## src/hdl/link_regs_pkg.sv

```systemverilog
// constants, field layout and types for the link register slice
// assumes a 32-bit software register port and a byte-wide eeprom fetch port
//
// Summary of operation
// - eeprom access bits only act when the eeprom-present flag is one
// - software sets address-clear; hardware zeroes byte address and clears the bit
// - address clear never loads byte zero into the fetched-byte field
// - fetch-go starts a byte read; hardware clears it when the byte arrives
// - fetched-byte field holds the last byte read by a fetch-go; the boot load of word 28h does not touch it
// - small rom offset resets to zero, loads from eeprom word 28h if fitted
// - small rom offset counts as valid only above 61h
// - reserved bits 30-26, 24 and 15-8 of eeprom register read zero
// - dual-phase seconds and cycles caps always read zero
// - physical response retry cap: four writable bits, reset zero
// - async response retry cap: four writable bits
// - async request retry cap: four writable bits
// - whole retry register reads zero after reset
// - swap new-value register holds data stored on a successful compare; hardware loads the old resource value into it on completion
// - swap expected-value register holds data compared with the resource
// - present flag set on detection; bus info block loaded at reset
// - two-bit target select: manager id, bandwidth, channels high, channels low
// - swap complete flag set on completion, cleared by control write
package link_regs_pkg;

  // -----------------------------------------------------------------
  // register offsets
  // -----------------------------------------------------------------
  localparam int ADDR_W = 8;
  localparam logic [ADDR_W-1:0] OFS_VERSION = 8'h00;
  localparam logic [ADDR_W-1:0] OFS_EEPROM = 8'h04;
  localparam logic [ADDR_W-1:0] OFS_RETRY = 8'h08;
  localparam logic [ADDR_W-1:0] OFS_SWAP_NEW = 8'h0c;
  localparam logic [ADDR_W-1:0] OFS_SWAP_EXP = 8'h10;
  localparam logic [ADDR_W-1:0] OFS_SWAP_CTRL = 8'h14;

  // -----------------------------------------------------------------
  // field positions
  // -----------------------------------------------------------------
  localparam int PRESENT_BIT = 24;
  localparam int VER_MAJOR_LSB = 16;
  localparam int EE_CLEAR_BIT = 31;
  localparam int EE_GO_BIT = 25;
  localparam int EE_BYTE_LSB = 16;
  localparam int PHYS_CAP_LSB = 8;
  localparam int RESP_CAP_LSB = 4;
  localparam int REQ_CAP_LSB = 0;
  localparam int SWAP_DONE_BIT = 31;

  // -----------------------------------------------------------------
  // values
  // -----------------------------------------------------------------
  localparam logic [7:0] VER_MAJOR = 8'h01;
  localparam logic [7:0] VER_MINOR = 8'h10;
  localparam logic [7:0] SMALL_ROM_WORD = 8'h28;
  localparam logic [7:0] SMALL_ROM_MIN = 8'h61;
  localparam logic [7:0] SMALL_ROM_RESET = 8'h00;
  localparam logic [3:0] RETRY_CAP_RESET = 4'h0;
  localparam logic [7:0] BYTE_ADDR_RESET = 8'h00;
  localparam logic [31:0] WORD_RESET = 32'h0000_0000;
  localparam logic [31:0] RESOURCE_RESET = 32'h0000_0000;

  // swap target resources
  typedef enum logic [1:0] {
    SEL_BUS_MANAGER,
    SEL_BANDWIDTH,
    SEL_CHANNELS_HI,
    SEL_CHANNELS_LO
  } swap_sel_e;

endpackage

```

## src/hdl/eeprom_byte_fetch.sv

```systemverilog
// one-byte fetch engine towards an external serial eeprom controller
// assumes a four-phase req/ack handshake; data stable while ack is high
`timescale 1ns/100ps
module eeprom_byte_fetch (
  // clock and synchronised reset
  input wire logic clk,
  input wire logic rst_n,
  // request side
  input wire logic start,
  input wire logic [7:0] addr,
  output logic busy,
  output logic done,
  output logic [7:0] fetched,
  // eeprom side
  output logic ee_req,
  output logic [7:0] ee_addr,
  input wire logic ee_ack,
  input wire logic [7:0] ee_data
);
  import link_regs_pkg::*;

  typedef enum logic [1:0] {F_IDLE, F_REQ, F_DROP} fetch_e;

  fetch_e state_ff, nxt_state;
  logic ack_s1_ff, ack_s2_ff;
  logic [7:0] data_s1_ff, data_s2_ff;
  logic req_ff, nxt_req;
  logic done_ff, nxt_done;
  logic [7:0] addr_ff, nxt_addr;
  logic [7:0] byte_ff, nxt_byte;

  // ---------------------------------------------------------------
  // pin synchronisers
  // ---------------------------------------------------------------
  always_ff @(posedge clk or negedge rst_n) begin
    if (!rst_n) begin
      ack_s1_ff <= 1'b0;
      ack_s2_ff <= 1'b0;
      data_s1_ff <= 8'h00;
      data_s2_ff <= 8'h00;
    end else begin
      ack_s1_ff <= ee_ack;
      ack_s2_ff <= ack_s1_ff;
      data_s1_ff <= ee_data;
      data_s2_ff <= data_s1_ff;
    end
  end

  // ---------------------------------------------------------------
  // handshake sequence
  // ---------------------------------------------------------------
  always_comb begin
    nxt_state = state_ff;
    nxt_req = req_ff;
    nxt_done = 1'b0;
    nxt_addr = addr_ff;
    nxt_byte = byte_ff;
    case (state_ff)
      F_IDLE: begin
        if (start) begin
          nxt_req = 1'b1;
          nxt_addr = addr;
          nxt_state = F_REQ;
        end
      end
      F_REQ: begin
        if (ack_s2_ff) begin
          nxt_byte = data_s2_ff;
          nxt_req = 1'b0;
          nxt_done = 1'b1;
          nxt_state = F_DROP;
        end
      end
      F_DROP: begin
        if (!ack_s2_ff) begin
          nxt_state = F_IDLE;
        end
      end
      default: begin
        nxt_state = F_IDLE;
        nxt_req = 1'b0;
      end
    endcase
  end

  always_ff @(posedge clk or negedge rst_n) begin
    if (!rst_n) begin
      state_ff <= F_IDLE;
      req_ff <= 1'b0;
      done_ff <= 1'b0;
      addr_ff <= BYTE_ADDR_RESET;
      byte_ff <= 8'h00;
    end else begin
      state_ff <= nxt_state;
      req_ff <= nxt_req;
      done_ff <= nxt_done;
      addr_ff <= nxt_addr;
      byte_ff <= nxt_byte;
    end
  end

  assign busy = (state_ff != F_IDLE);
  assign done = done_ff;
  assign fetched = byte_ff;
  assign ee_req = req_ff;
  assign ee_addr = addr_ff;

endmodule

```

## src/hdl/swap_unit.sv

```systemverilog
// bus-management resources with an atomic compare-swap
// assumes go is a one-cycle pulse from the register slice
`timescale 1ns/100ps
module swap_unit (
  // clock and synchronised reset
  input wire logic clk,
  input wire logic rst_n,
  // operation
  input wire logic go,
  input wire link_regs_pkg::swap_sel_e sel,
  input wire logic [31:0] new_val,
  input wire logic [31:0] exp_val,
  output logic done,
  output logic [31:0] old_val
);
  import link_regs_pkg::*;

  logic [31:0] res_ff [4];
  logic [31:0] nxt_res [4];
  logic done_ff, nxt_done;
  logic [31:0] old_ff, nxt_old;

  // ---------------------------------------------------------------
  // compare and conditional store
  // ---------------------------------------------------------------
  always_comb begin
    nxt_res = res_ff;
    nxt_done = 1'b0;
    nxt_old = old_ff;
    if (go) begin
      nxt_old = res_ff[sel];
      nxt_done = 1'b1;
      if (res_ff[sel] == exp_val) begin
        nxt_res[sel] = new_val;
      end
    end
  end

  always_ff @(posedge clk or negedge rst_n) begin
    if (!rst_n) begin
      res_ff <= '{default: RESOURCE_RESET};
      done_ff <= 1'b0;
      old_ff <= WORD_RESET;
    end else begin
      res_ff <= nxt_res;
      done_ff <= nxt_done;
      old_ff <= nxt_old;
    end
  end

  assign done = done_ff;
  assign old_val = old_ff;
endmodule

```

## src/hdl/link_eeprom_retry_csr_regs.sv

```systemverilog
// register slice: eeprom byte access, transmit retry caps, compare-swap
// assumes a single-cycle strobe register port and an eeprom fetch handshake
`timescale 1ns/100ps
module link_eeprom_retry_csr_regs (
  // clock and reset
  input wire logic clk,
  input wire logic rst_n,
  // register port
  input wire logic [link_regs_pkg::ADDR_W-1:0] reg_addr,
  input wire logic [31:0] reg_wdata,
  input wire logic reg_wr,
  input wire logic reg_rd,
  output logic [31:0] reg_rdata,
  // eeprom controller pins
  input wire logic ee_present_pin,
  output logic ee_req,
  output logic [7:0] ee_addr,
  input wire logic ee_ack,
  input wire logic [7:0] ee_data,
  // status and settings to the rest of the link
  output logic eeprom_present_flag,
  output logic bus_info_loaded,
  output logic small_rom_valid,
  output logic [3:0] physical_response_retry_cap,
  output logic [3:0] async_response_retry_cap,
  output logic [3:0] async_request_retry_cap
);
  import link_regs_pkg::*;

  typedef enum logic [2:0] {
    B_SETTLE, B_STRAP_WAIT, B_SAMPLE, B_ROM_GO, B_ROM_WAIT, B_RUN
  } boot_e;

  logic rst_s1_ff, rst_sync_n;
  logic pres_s1_ff, pres_s2_ff;
  boot_e boot_ff, nxt_boot;
  logic present_ff, nxt_present;
  logic loaded_ff, nxt_loaded;
  logic clear_ff, nxt_clear;
  logic go_ff, nxt_go;
  logic [7:0] byte_addr_ff, nxt_byte_addr;
  logic [7:0] fetched_byte_ff, nxt_fetched_byte;
  logic [7:0] small_rom_ff, nxt_small_rom;
  logic rom_valid_ff, nxt_rom_valid;
  logic [3:0] phys_cap_ff, nxt_phys_cap;
  logic [3:0] resp_cap_ff, nxt_resp_cap;
  logic [3:0] req_cap_ff, nxt_req_cap;
  logic [31:0] swap_new_ff, nxt_swap_new;
  logic [31:0] swap_exp_ff, nxt_swap_exp;
  swap_sel_e swap_sel_ff, nxt_swap_sel;
  logic swap_done_ff, nxt_swap_done;
  logic [31:0] rdata_ff, nxt_rdata;
  logic fetch_start, fetch_busy, fetch_done;
  logic [7:0] fetch_addr, fetch_byte;
  logic swap_go, swap_fin;
  logic [31:0] swap_old;
  logic wr_eeprom, wr_retry, wr_new, wr_exp, wr_ctrl;

  // ---------------------------------------------------------------
  // reset release and strap synchroniser
  // ---------------------------------------------------------------
  always_ff @(posedge clk or negedge rst_n) begin
    if (!rst_n) begin
      rst_s1_ff <= 1'b0;
      rst_sync_n <= 1'b0;
    end else begin
      rst_s1_ff <= 1'b1;
      rst_sync_n <= rst_s1_ff;
    end
  end

  always_ff @(posedge clk or negedge rst_sync_n) begin
    if (!rst_sync_n) begin
      pres_s1_ff <= 1'b0;
      pres_s2_ff <= 1'b0;
    end else begin
      pres_s1_ff <= ee_present_pin;
      pres_s2_ff <= pres_s1_ff;
    end
  end

  // ---------------------------------------------------------------
  // write decode
  // ---------------------------------------------------------------
  assign wr_eeprom = reg_wr && (reg_addr == OFS_EEPROM);
  assign wr_retry = reg_wr && (reg_addr == OFS_RETRY);
  assign wr_new = reg_wr && (reg_addr == OFS_SWAP_NEW);
  assign wr_exp = reg_wr && (reg_addr == OFS_SWAP_EXP);
  assign wr_ctrl = reg_wr && (reg_addr == OFS_SWAP_CTRL);

  // ---------------------------------------------------------------
  // boot load and eeprom byte access
  // ---------------------------------------------------------------
  // fetcher shared by boot load and software fetches
  assign fetch_start = (boot_ff == B_ROM_GO) ||
                       ((boot_ff == B_RUN) && go_ff && !fetch_busy && !fetch_done);
  assign fetch_addr = (boot_ff == B_RUN) ? byte_addr_ff : SMALL_ROM_WORD;

  always_comb begin
    nxt_boot = boot_ff;
    nxt_present = present_ff;
    nxt_loaded = loaded_ff;
    nxt_clear = clear_ff;
    nxt_go = go_ff;
    nxt_byte_addr = byte_addr_ff;
    nxt_fetched_byte = fetched_byte_ff;
    nxt_small_rom = small_rom_ff;
    nxt_rom_valid = (small_rom_ff > SMALL_ROM_MIN);
    case (boot_ff)
      // strap passes both sync flops before it is sampled
      B_SETTLE: nxt_boot = B_STRAP_WAIT;
      B_STRAP_WAIT: nxt_boot = B_SAMPLE;
      B_SAMPLE: begin
        nxt_present = pres_s2_ff;
        nxt_boot = pres_s2_ff ? B_ROM_GO : B_RUN;
      end
      B_ROM_GO: nxt_boot = B_ROM_WAIT;
      B_ROM_WAIT: begin
        if (fetch_done) begin
          nxt_small_rom = fetch_byte;
          nxt_loaded = 1'b1;
          nxt_boot = B_RUN;
        end
      end
      B_RUN: begin
        if (clear_ff) begin
          nxt_byte_addr = BYTE_ADDR_RESET;
          nxt_clear = 1'b0;
        end else if (fetch_done) begin
          nxt_byte_addr = byte_addr_ff + 8'h01;
        end
        if (fetch_done) begin
          nxt_go = 1'b0;
          nxt_fetched_byte = fetch_byte;
        end
        // set bits only with eeprom present
        if (wr_eeprom && present_ff) begin
          if (reg_wdata[EE_CLEAR_BIT]) begin
            nxt_clear = 1'b1;
          end
          if (reg_wdata[EE_GO_BIT]) begin
            nxt_go = 1'b1;
          end
        end
      end
      default: nxt_boot = B_RUN;
    endcase
  end

  always_ff @(posedge clk or negedge rst_sync_n) begin
    if (!rst_sync_n) begin
      boot_ff <= B_SETTLE;
      present_ff <= 1'b0;
      loaded_ff <= 1'b0;
      clear_ff <= 1'b0;
      go_ff <= 1'b0;
      byte_addr_ff <= BYTE_ADDR_RESET;
      fetched_byte_ff <= 8'h00;
      small_rom_ff <= SMALL_ROM_RESET;
      rom_valid_ff <= 1'b0;
    end else begin
      boot_ff <= nxt_boot;
      present_ff <= nxt_present;
      loaded_ff <= nxt_loaded;
      clear_ff <= nxt_clear;
      go_ff <= nxt_go;
      byte_addr_ff <= nxt_byte_addr;
      fetched_byte_ff <= nxt_fetched_byte;
      small_rom_ff <= nxt_small_rom;
      rom_valid_ff <= nxt_rom_valid;
    end
  end

  eeprom_byte_fetch u_fetch (
    .clk(clk),
    .rst_n(rst_sync_n),
    .start(fetch_start),
    .addr(fetch_addr),
    .busy(fetch_busy),
    .done(fetch_done),
    .fetched(fetch_byte),
    .ee_req(ee_req),
    .ee_addr(ee_addr),
    .ee_ack(ee_ack),
    .ee_data(ee_data)
  );

  // ---------------------------------------------------------------
  // retry caps and compare-swap operands
  // ---------------------------------------------------------------
  assign swap_go = wr_ctrl;

  always_comb begin
    nxt_phys_cap = phys_cap_ff;
    nxt_resp_cap = resp_cap_ff;
    nxt_req_cap = req_cap_ff;
    nxt_swap_new = swap_new_ff;
    nxt_swap_exp = swap_exp_ff;
    nxt_swap_sel = swap_sel_ff;
    nxt_swap_done = swap_done_ff;
    if (wr_retry) begin
      nxt_phys_cap = reg_wdata[PHYS_CAP_LSB +: 4];
      nxt_resp_cap = reg_wdata[RESP_CAP_LSB +: 4];
      nxt_req_cap = reg_wdata[REQ_CAP_LSB +: 4];
    end
    if (wr_new) begin
      nxt_swap_new = reg_wdata;
    end
    if (wr_exp) begin
      nxt_swap_exp = reg_wdata;
    end
    if (wr_ctrl) begin
      nxt_swap_sel = swap_sel_e'(reg_wdata[1:0]);
      nxt_swap_done = 1'b0;
    end
    if (swap_fin) begin
      nxt_swap_done = 1'b1;
      nxt_swap_new = swap_old;
    end
  end

  always_ff @(posedge clk or negedge rst_sync_n) begin
    if (!rst_sync_n) begin
      phys_cap_ff <= RETRY_CAP_RESET;
      resp_cap_ff <= RETRY_CAP_RESET;
      req_cap_ff <= RETRY_CAP_RESET;
      swap_new_ff <= WORD_RESET;
      swap_exp_ff <= WORD_RESET;
      swap_sel_ff <= SEL_BUS_MANAGER;
      swap_done_ff <= 1'b1;
    end else begin
      phys_cap_ff <= nxt_phys_cap;
      resp_cap_ff <= nxt_resp_cap;
      req_cap_ff <= nxt_req_cap;
      swap_new_ff <= nxt_swap_new;
      swap_exp_ff <= nxt_swap_exp;
      swap_sel_ff <= nxt_swap_sel;
      swap_done_ff <= nxt_swap_done;
    end
  end

  swap_unit u_swap (
    .clk(clk),
    .rst_n(rst_sync_n),
    .go(swap_go),
    .sel(swap_sel_e'(reg_wdata[1:0])),
    .new_val(swap_new_ff),
    .exp_val(swap_exp_ff),
    .done(swap_fin),
    .old_val(swap_old)
  );

  // ---------------------------------------------------------------
  // read mux
  // ---------------------------------------------------------------
  always_comb begin
    nxt_rdata = WORD_RESET;
    if (reg_rd) begin
      case (reg_addr)
        OFS_VERSION: begin
          nxt_rdata[VER_MAJOR_LSB +: 8] = VER_MAJOR;
          nxt_rdata[7:0] = VER_MINOR;
          nxt_rdata[PRESENT_BIT] = present_ff;
        end
        OFS_EEPROM: begin
          nxt_rdata[EE_CLEAR_BIT] = clear_ff;
          nxt_rdata[EE_GO_BIT] = go_ff;
          nxt_rdata[EE_BYTE_LSB +: 8] = fetched_byte_ff;
          nxt_rdata[7:0] = small_rom_ff;
        end
        OFS_RETRY: begin
          nxt_rdata[PHYS_CAP_LSB +: 4] = phys_cap_ff;
          nxt_rdata[RESP_CAP_LSB +: 4] = resp_cap_ff;
          nxt_rdata[REQ_CAP_LSB +: 4] = req_cap_ff;
        end
        OFS_SWAP_NEW: nxt_rdata = swap_new_ff;
        OFS_SWAP_EXP: nxt_rdata = swap_exp_ff;
        OFS_SWAP_CTRL: begin
          nxt_rdata[SWAP_DONE_BIT] = swap_done_ff;
          nxt_rdata[1:0] = swap_sel_ff;
        end
        default: nxt_rdata = WORD_RESET;
      endcase
    end
  end

  always_ff @(posedge clk or negedge rst_sync_n) begin
    if (!rst_sync_n) begin
      rdata_ff <= WORD_RESET;
    end else begin
      rdata_ff <= nxt_rdata;
    end
  end

  // outputs straight from flops
  assign reg_rdata = rdata_ff;
  assign eeprom_present_flag = present_ff;
  assign bus_info_loaded = loaded_ff;
  assign small_rom_valid = rom_valid_ff;
  assign physical_response_retry_cap = phys_cap_ff;
  assign async_response_retry_cap = resp_cap_ff;
  assign async_request_retry_cap = req_cap_ff;
endmodule

```

## config.mk

```make
export PLATFORM = sky130hd
export DESIGN_NAME = link_eeprom_retry_csr_regs
export DESIGN_NICKNAME = d
export VERILOG_FILES = /design/src/hdl/link_regs_pkg.sv /design/src/hdl/eeprom_byte_fetch.sv /design/src/hdl/swap_unit.sv /design/src/hdl/link_eeprom_retry_csr_regs.sv
export SDC_FILE = /design/constraint.sdc
export NUM_CORES = 1
export LEC_CHECK = 0
export BUFFER_PORTS_ARGS = -buffer_cell sky130_fd_sc_hd__buf_2
export CORE_ASPECT_RATIO = 1.4
export CORE_MARGIN = 10
export CORE_UTILIZATION = 45
export DETAILED_ROUTE_END_ITERATION = 8
export PLACE_DENSITY = 0.61
export SKIP_LAST_GASP = 1
export SYNTH_ARGS = -nofsm -noshare
export SYNTH_HDL_FRONTEND = slang
export SYNTH_SLANG_ARGS = --single-unit
```

## constraint.sdc

```tcl
create_clock -name clk -period 12.11 [get_ports clk]
set_clock_uncertainty 0.1 [all_clocks]
set_input_delay 1.211 -clock clk [delete_from_list [all_inputs] [get_ports clk]]
set_output_delay 1.211 -clock clk [all_outputs]
set_load 0.005 [all_outputs]
```

==> results of run 1 <==
-- layer usage --
metal / vias to the layer above / routed length, um / track usage [%]
met2: 273 / 19600 / 31.8
met3: 63 / 2190 / 3.64
met1: 4936 / 16800 / 24.0
li1: 4341 / - / -
met4: 0 / 1030 / 5.77
met5: - / 0 / 0
-- area by class of cell --
type | instances | area (um^2) | area share [%]
Clock buffer | 48 | 1030 | 5.87
Clock inverter | 13 | 159 | 0.907
Inverter | 8 | 30.0 | 0.171
Multi-Input combinational cell | 753 | 6430 | 36.7
Sequential cell | 346 | 8660 | 49.4
Tap cell | 451 | 564 | 3.22
Timing Repair Buffer | 123 | 653 | 3.73
-- Yosys cell counts (all sizes together), types with 3 or more instances --
| cell | count |
|---|---|
| nand4 | 10 |
| clkbuf | 41 |
| mux2i | 70 |
| nand3 | 5 |
| o22ai | 5 |
| a2111oi | 4 |
| nor4 | 4 |
| xnor2 | 12 |
| and3 | 4 |
| buf | 26 |
| a22o | 6 |
| mux2 | 203 |
| nor3 | 5 |
| a21oi | 14 |
| inv | 7 |
| a32oi | 3 |
| nor2 | 37 |
| mux4 | 17 |
| nand3b | 5 |
| dfrtp | 345 |
| nor2b | 25 |
| nand2 | 180 |
| xor2 | 14 |
| a222oi | 13 |
| nand2b | 4 |
| nor3b | 3 |
| and2 | 3 |
| a22oi | 16 |
| o21ai | 60 |
| a221oi | 3 |
-- power groups by stage --
| stage | registers (uW) | clock network, uW | logic, uW |
|---|---|---|---|
| after floorplan | 1310 | 0 | 126 |
| after global placement | 1320 | 0 | 200 |
| after detailed placement | 1320 | 0 | 205 |
| after CTS | 1300 | 1150 | 206 |
| after global routing | 1320 | 1190 | 230 |
| final | 1300 | 1120 | 201 |
-- through the flow --
step	area, um^2	power (uW)	hold WS (ns)	util, %	worst slack (ns)
finish	17500	2630	0.241	51.5	6.68
global route	17500	2740	0.258	51.5	6.55
floorplan	15500	1440	0.231	-	1.65
detailed placement	16300	1530	0.235	48.0	6.16
global placement	16300	1520	0.231	48.0	6.19
CTS	17500	2660	0.245	51.5	6.73
-- critical path: stages --
cell       delay, ns
buf_4           0.22
buf_4           0.69
mux4_2          0.62
nor2b_1         0.16
a2111oi_2       0.34
o2111ai_1       0.22
nor4_4          0.61
nand4_4         0.94
mux2_4          0.62
-- worst min-delay path by stage --
stage,from,to,slack [ns],cells after the start
after floorplan,pres_s1_ff,pres_s2_ff,0.23,0
after global placement,u_fetch.data_s1_ff[1],u_fetch.data_s2_ff[1],0.23,0
after detailed placement,rst_s1_ff,rst_sync_n,0.23,0
after CTS,rst_s1_ff,rst_sync_n,0.24,0
after global routing,u_fetch.data_s1_ff[2],u_fetch.data_s2_ff[2],0.26,0
final,rst_s1_ff,rst_sync_n,0.24,0
-- cell families (layout without fill, tap and decap cells) --
| logic type | after synthesis | after routing | synth area share, % |
|---|---|---|---|
| flops | 346 | 346 | 55.9 |
| simple gates | 294 | 294 | 9.12 |
| mux | 290 | 290 | 24.7 |
| compound gates | 141 | 141 | 6.03 |
| buf+inv | 75 | 192 | 2.69 |
| xor+xnor | 26 | 26 | 1.47 |
| fa+ha+maj | 1 | 1 | 0.0808 |
| other cells | 1 | 1 | 0.0242 |
-- flip-flops by register name (all words and copies together), names as in the netlist, 32 cells and up --
signal          cells
u_swap.res_ff     128
swap_new_ff        32
swap_exp_ff        32
reg_rdata          32
u_swap.old_val     32
==> metrics.log, run 1 <==
INFO  metric netSwitchingFraction = 24.9%
INFO  metric period_needed = approximately 5.4 ns
INFO  metric layoutNonFillerInstCount = 1742
INFO  metric number_of_design_rule_violations_left_after_detail_routing = 0
INFO  metric antenna_violations_before_repair = 0
INFO  metric ys_seq_area_share = 55.9%
INFO  metric cts_made_buffers = 36
INFO  metric vdd.ir_drop.worst = around 0.00012 V
INFO  metric post-synth-top-area-cell = dfrtp_1
INFO  metric routed-via-count = approximately 9600
INFO  metric first_iter_violations = 774
INFO  metric clk_root_buffer_cell = clkbuf_16
INFO  metric n_fill_cell = ~3000
INFO  metric postSynthNetCount = about 1200
INFO  metric power_density = approximately 150 nW/um^2
INFO  metric worst_hold_path_type = flop to flop
INFO  metric final_hold_viol_count = 0
INFO  metric grt_pass1_vias = approximately 10000
INFO  metric detail-route-antenna-nets = 0
INFO  metric path_class = input pin to flop
INFO  metric async_reset_ff_share = between 90% and 100%
INFO  metric die_w = roughly 180 um
INFO  metric cts_setup_buffers = 0
INFO  metric transition_time_of_the_tightest_slew_check_pin = around 1.2 ns
INFO  metric internal-power = just under 2000 uW
INFO  metric highest_count_cells_in_the_layout_ignoring_fill_and_taps = 343 x dfrtp_1, 180 x nand2_1, 120 x mux2_4
INFO  metric max_clk_rate = approximately 180 MHz
INFO  metric combPwrFrac = roughly 7.6%
INFO  metric setup_viol = 0
INFO  metric wl_per_cell = between 20 and 25 um
INFO  metric grt_setup_unrepaired = no
INFO  metric numClockSinks = 346
INFO  metric synth_warnings = 0
INFO  metric post-synth-top-area-fraction = a little under three fifths
INFO  metric synth_edf_count = 0
INFO  metric grt_pass1_wl = about 60000 um
INFO  metric cp-end-kind = flop
INFO  metric drt-total-wl = between 30000 and 40000 um
INFO  metric global_route.overflow_total = 0
INFO  metric total_die_area = approximately 42000 um^2
INFO  metric floorplan.io_pins = between 100 and 150
INFO  metric share_of_layout_cells_above_drive_strength_1 = between 30% and 40%
INFO  metric area.growth.synth_to_final = 13.2%
INFO  metric gr-usage-all-layers = a little under a fifth
INFO  metric cap_violations = 0
INFO  metric clkLatencyLatePin = 0.53 ns
INFO  metric timing.reg2reg.setup_slack = 8.04 ns
INFO  metric crit-reg2reg-launch = u_swap.res_ff[25]
INFO  metric leakage = ~0.0088 uW
INFO  metric layout.nets = 1323
INFO  metric relSlewSlack = 18.5%
INFO  metric count_of_state_elements_after_synthesis = 346
INFO  metric main_synth_ff_type = dfrtp_1
INFO  metric worst-endpoint-arrival = around 5.7 ns
INFO  metric share_of_the_cycle_needed_by_the_critical_path_after_routing = about 45%
INFO  metric maximum_number_of_pins_on_one_net_before_global_route_repair = between 80 and 90
INFO  metric most_area_consuming_cells_after_synthesis = dfrtp_1 56%, mux2_4 12%, mux2_2 5.8%
INFO  metric finalMaxSlewViolations = 0
INFO  metric critPathLaunchType = input pin
INFO  metric clock_power_share = between 40% and 50%
INFO  metric core = 34000 um^2
INFO  metric drt-vias-per-instance = about 5.5
INFO  metric antenna-diode-count = 0
INFO  metric syn_avg_cell_area = between 10 and 15 um^2
INFO  metric seq_power_share = 49.6%
INFO  metric clkTransAtPathRegs = around 0.06 ns
INFO  metric post_cts_resize_count = 0
INFO  metric num_rows = 80
INFO  metric required = around 12 ns
INFO  metric post-dp-hpwl = around 26000 um
INFO  metric timing.critical_path.to = u_swap.res_ff[113]
INFO  metric p_switching = roughly 650 uW
INFO  metric dr.pass1.iters = 5
INFO  metric yosys.cell_types.count = 63
INFO  metric rr_endpoint = u_swap.res_ff[113]
INFO  metric placer_s_final_routability_congestion_estimate = about 0.79
INFO  metric syn_area = about 15000 um^2
INFO  metric timing.setup.tns = 0 ns
INFO  metric placed_cells_incl_taps = between 1500 and 2000
INFO  metric chipHeight = roughly 240 um
INFO  metric outcome = finished, final reports clean
INFO  metric cts-htree-levels = 2
INFO  metric cts_tree = built
INFO  metric synth_cells = between 1000 and 1500
INFO  metric clockBufferDepth = 3
INFO  metric critical_path.startpoint = reg_wdata[0]
INFO  metric ff2ff_path_depth = 7
INFO  metric timing.critical_path.fanout_max = 48
INFO  metric port_buffers = about 110
INFO  metric cts-hold-fix-buffers = 0
INFO  metric floorplan.initialDensity = between 40% and 50%
INFO  metric layout_commonest_cell = dfrtp_1
No activity file was read; power rests on OpenSTA's default activity.
==> inputs of run 2 (changes only) <==
--- a/config.mk
+++ b/config.mk
@@ -10,7 +10,7 @@
 export CORE_MARGIN = 10
 export CORE_UTILIZATION = 45
 export DETAILED_ROUTE_END_ITERATION = 8
-export PLACE_DENSITY = 0.61
+export PLACE_DENSITY = 0.64
 export SKIP_LAST_GASP = 1
 export SYNTH_ARGS = -nofsm -noshare
 export SYNTH_HDL_FRONTEND = slang
==> constraint.sdc (replaced) <==
create_clock -name clk -period 4.8 [get_ports clk]
set_clock_uncertainty 0.1 [all_clocks]
set_input_delay 0.48 -clock clk [delete_from_list [all_inputs] [get_ports clk]]
set_output_delay 0.48 -clock clk [all_outputs]
set_load 0.005 [all_outputs]
==> run 2 against run 1 <==
  * Via count fell by 0.61%
  * Largest cell class unchanged
  * Total power rose to 2.5 times the previous value
  * Register-to-register slack got worse by 6.5 ns
  * Setup slack got worse by 5.4 ns
  * Cell count rose by 1.5%
  * Largest power group unchanged
  * First-iteration DRC count fell by 12%
  * Global-route usage rose by 0.19 points
  * Combinational power rose to 2.6 times the previous value
  * Critical path depth did not move
  * Hold slack got worse by 0.15 ns
  * Cell area rose by 1.5%
  * Die area did not move
==> metrics.log, run 2 (synthesized netlist as in run 1, its figures left out) <==
INFO  metric worstPathCellList = buf_4 -> buf_4 -> mux4_2 -> xnor2_1 -> nand4_1 -> nor4_4 -> nand4_4 -> buf_4 -> mux2_4
INFO  metric clockBufferDepth = 3
INFO  metric maximum_number_of_pins_on_one_net_before_global_route_repair = ~120
INFO  metric max_clk_rate = roughly 280 MHz
INFO  metric fin_total_pwr = roughly 6600 uW
INFO  metric finalMaxSlewViolations = 0
INFO  metric area.growth.synth_to_final = 14.8%
INFO  metric relSlewSlack = 31.7%
INFO  metric grt_pass1_vias = between 10000 and 15000
INFO  metric timing.setup.tns = 0 ns
INFO  metric post-dp-hpwl = 26800 um
INFO  metric cp_top_family = simple AND/OR/NAND/NOR gates
INFO  metric cts-htree-levels = 2
INFO  metric timing.critical_path.slowest_cell_delay = around 0.7 ns
INFO  metric period_needed = roughly 3.5 ns
INFO  metric worstHoldPathCells = 2
INFO  metric seqCellArea = between 8000 and 9000 um^2
INFO  metric detail-route-antenna-nets = 0
INFO  metric wl_per_cell = roughly 23 um
INFO  metric cts-hold-fix-buffers = 11
INFO  metric antenna_violations_before_repair = 3
INFO  metric critPathLaunchType = input pin
INFO  metric drt-vias-per-instance = between 5 and 6
INFO  metric timing.critical_path.fanout_max = 26
INFO  metric cts_made_buffers = 35
INFO  metric floorplan.io_pins = 110
INFO  metric setup_viol = 0
INFO  metric placer_s_final_routability_congestion_estimate = 0.848
INFO  metric worst_hold_path_type = input pin to flop
INFO  metric share_of_layout_cells_above_drive_strength_1 = 32.4%
INFO  metric critPathSlowestCell = nor4_4
INFO  metric layout_commonest_cell = dfrtp_1
INFO  metric combPwrFrac = just under 8%
INFO  metric registers.top_by_ff_count = u_swap.res_ff
INFO  metric post_cts_resize_count = 0
INFO  metric crit-reg2reg-launch = u_swap.res_ff[121]
INFO  metric path_class = input pin to flop
INFO  metric global_route.overflow_total = 0
INFO  metric seq_power_share = between 40% and 50%
INFO  metric rr_endpoint = u_swap.res_ff[91]
INFO  metric final_util = 52.3%
INFO  metric routed-via-count = between 9000 and 10000
INFO  metric grt_setup_unrepaired = no
INFO  metric leakage = roughly 0.0089 uW
INFO  metric cap_violations = 0
INFO  metric internal-power = between 5000 and 6000 uW
INFO  metric dr.pass1.iters = 8
INFO  metric n_fill_cell = slightly below 3000
INFO  metric port_buffers = about 110
INFO  metric largest_register_ff_count = 128
INFO  metric grt_pass1_wl = between 60000 and 70000 um
INFO  metric outcome = finished, final reports clean
INFO  metric floorplan.initialDensity = 45.5%
INFO  metric ff2ff_path_depth = 8
INFO  metric vdd.ir_drop.worst = about 0.00031 V
INFO  metric clkLatencyLatePin = ~0.54 ns
INFO  metric power_density = 374 nW/um^2
INFO  metric number_of_design_rule_violations_left_after_detail_routing = 0
INFO  metric netSwitchingFraction = ~25%
INFO  metric placedInstanceArea = about 16000 um^2
INFO  metric cts_tree = built
INFO  metric clkTransAtPathRegs = around 0.06 ns
INFO  metric clock_power_share = 42.7%
INFO  metric numClockSinks = ~350
INFO  metric multiInputGateArea = roughly 6400 um^2
INFO  metric cp-end-kind = flop
INFO  metric die_w = 177 um
INFO  metric transition_time_of_the_tightest_slew_check_pin = 1.02 ns
INFO  metric post-route-cell-area = ~18000 um^2
INFO  metric cts_setup_buffers = 0
INFO  metric worst-endpoint-arrival = between 3 and 4 ns
INFO  metric share_of_the_cycle_needed_by_the_critical_path_after_routing = between 70% and 80%
INFO  metric p_switching = 1650 uW
INFO  metric final_hold_viol_count = 0
INFO  metric cp_common_cell = buf_4
INFO  metric worst-path-buf-inv = 3
INFO  metric timing.reg2reg.setup_slack = around 1.5 ns
INFO  metric first_iter_violations = around 700
INFO  metric dpl_worst_slack = 0.732 ns
INFO  metric core = between 30000 and 40000 um^2
INFO  metric layout.nets = roughly 1300
INFO  metric num_rows = 80
INFO  metric required = 5.11 ns
INFO  metric worst_hold_path.endpoint = swap_exp_ff[26]
INFO  metric gr-usage-all-layers = a little under a fifth
INFO  metric highest_count_cells_in_the_layout_ignoring_fill_and_taps = 343 x dfrtp_1, 180 x nand2_1, 120 x mux2_4
INFO  metric min_from = reg_wdata[26]
INFO  metric clk_root_buffer_cell = clkbuf_16
INFO  metric chipHeight = 239 um
INFO  metric setup_slack = about 1.3 ns
INFO  metric total_die_area = roughly 42000 um^2
INFO  metric drt-total-wl = around 40000 um
[run 2: cell count changes in the layout (fill, tap and decap cells not counted), sizes merged]
cell and delta:
diode +2, dlygate4sd3 +11, clkbuf +3, clkinv -1, inv +1, buf +12
clkinvlp -1
[run 2: layer usage]
metal	vias up	wire length [um]	track usage [%]
met3	58	2030	3.62
li1	4386	-	-
met4	4	1010	5.97
met2	245	20300	32.7
met5	-	14	0
met1	4861	16800	23.7
[run 2: cell type report]
type,instances,share of cell area [%]
Sequential cell,346,48.7
Multi-Input combinational cell,753,36.1
Clock buffer,51,5.89
Timing Repair Buffer,146,5.01
Tap cell,451,3.17
Clock inverter,12,0.872
Inverter,8,0.169
Antenna cell,2,0.0281
[run 2: power groups by stage]
stage | clock (uW) | combinational [uW] | sequential (uW)
3_5_place_dp | 0 | 515 | 3340
3_3_place_gp | 0 | 504 | 3340
5_1_grt | 3010 | 586 | 3320
6_report | 2840 | 515 | 3300
4_1_cts | 2890 | 526 | 3290
2_1_floorplan | 0 | 318 | 3300
[run 2: metrics by stage]
step | hold slack [ns] | cells
after floorplan | 0.0844 | 1174
after global placement | 0.166 | 1693
after CTS | 0.0689 | 1767
after detailed placement | 0.166 | 1693
final | 0.0893 | 1769
after global routing | 0.0712 | 1768
[run 2: how the worst max path moves through the flow]
stage | slack (ns) | cells past startpoint | start | endpoint
2_1_floorplan | 1.28 | 0 | rst_sync_n | async_request_retry_cap[0]
3_5_place_dp | 0.73 | 9 | reg_wdata[0] | u_swap.res_ff[87]
5_1_grt | 1.13 | 10 | reg_wdata[0] | u_swap.res_ff[87]
4_1_cts | 1.27 | 9 | reg_wdata[0] | u_swap.res_ff[87]
6_report | 1.28 | 9 | reg_wdata[0] | u_swap.res_ff[91]
3_3_place_gp | 0.77 | 9 | reg_wdata[0] | u_swap.res_ff[81]
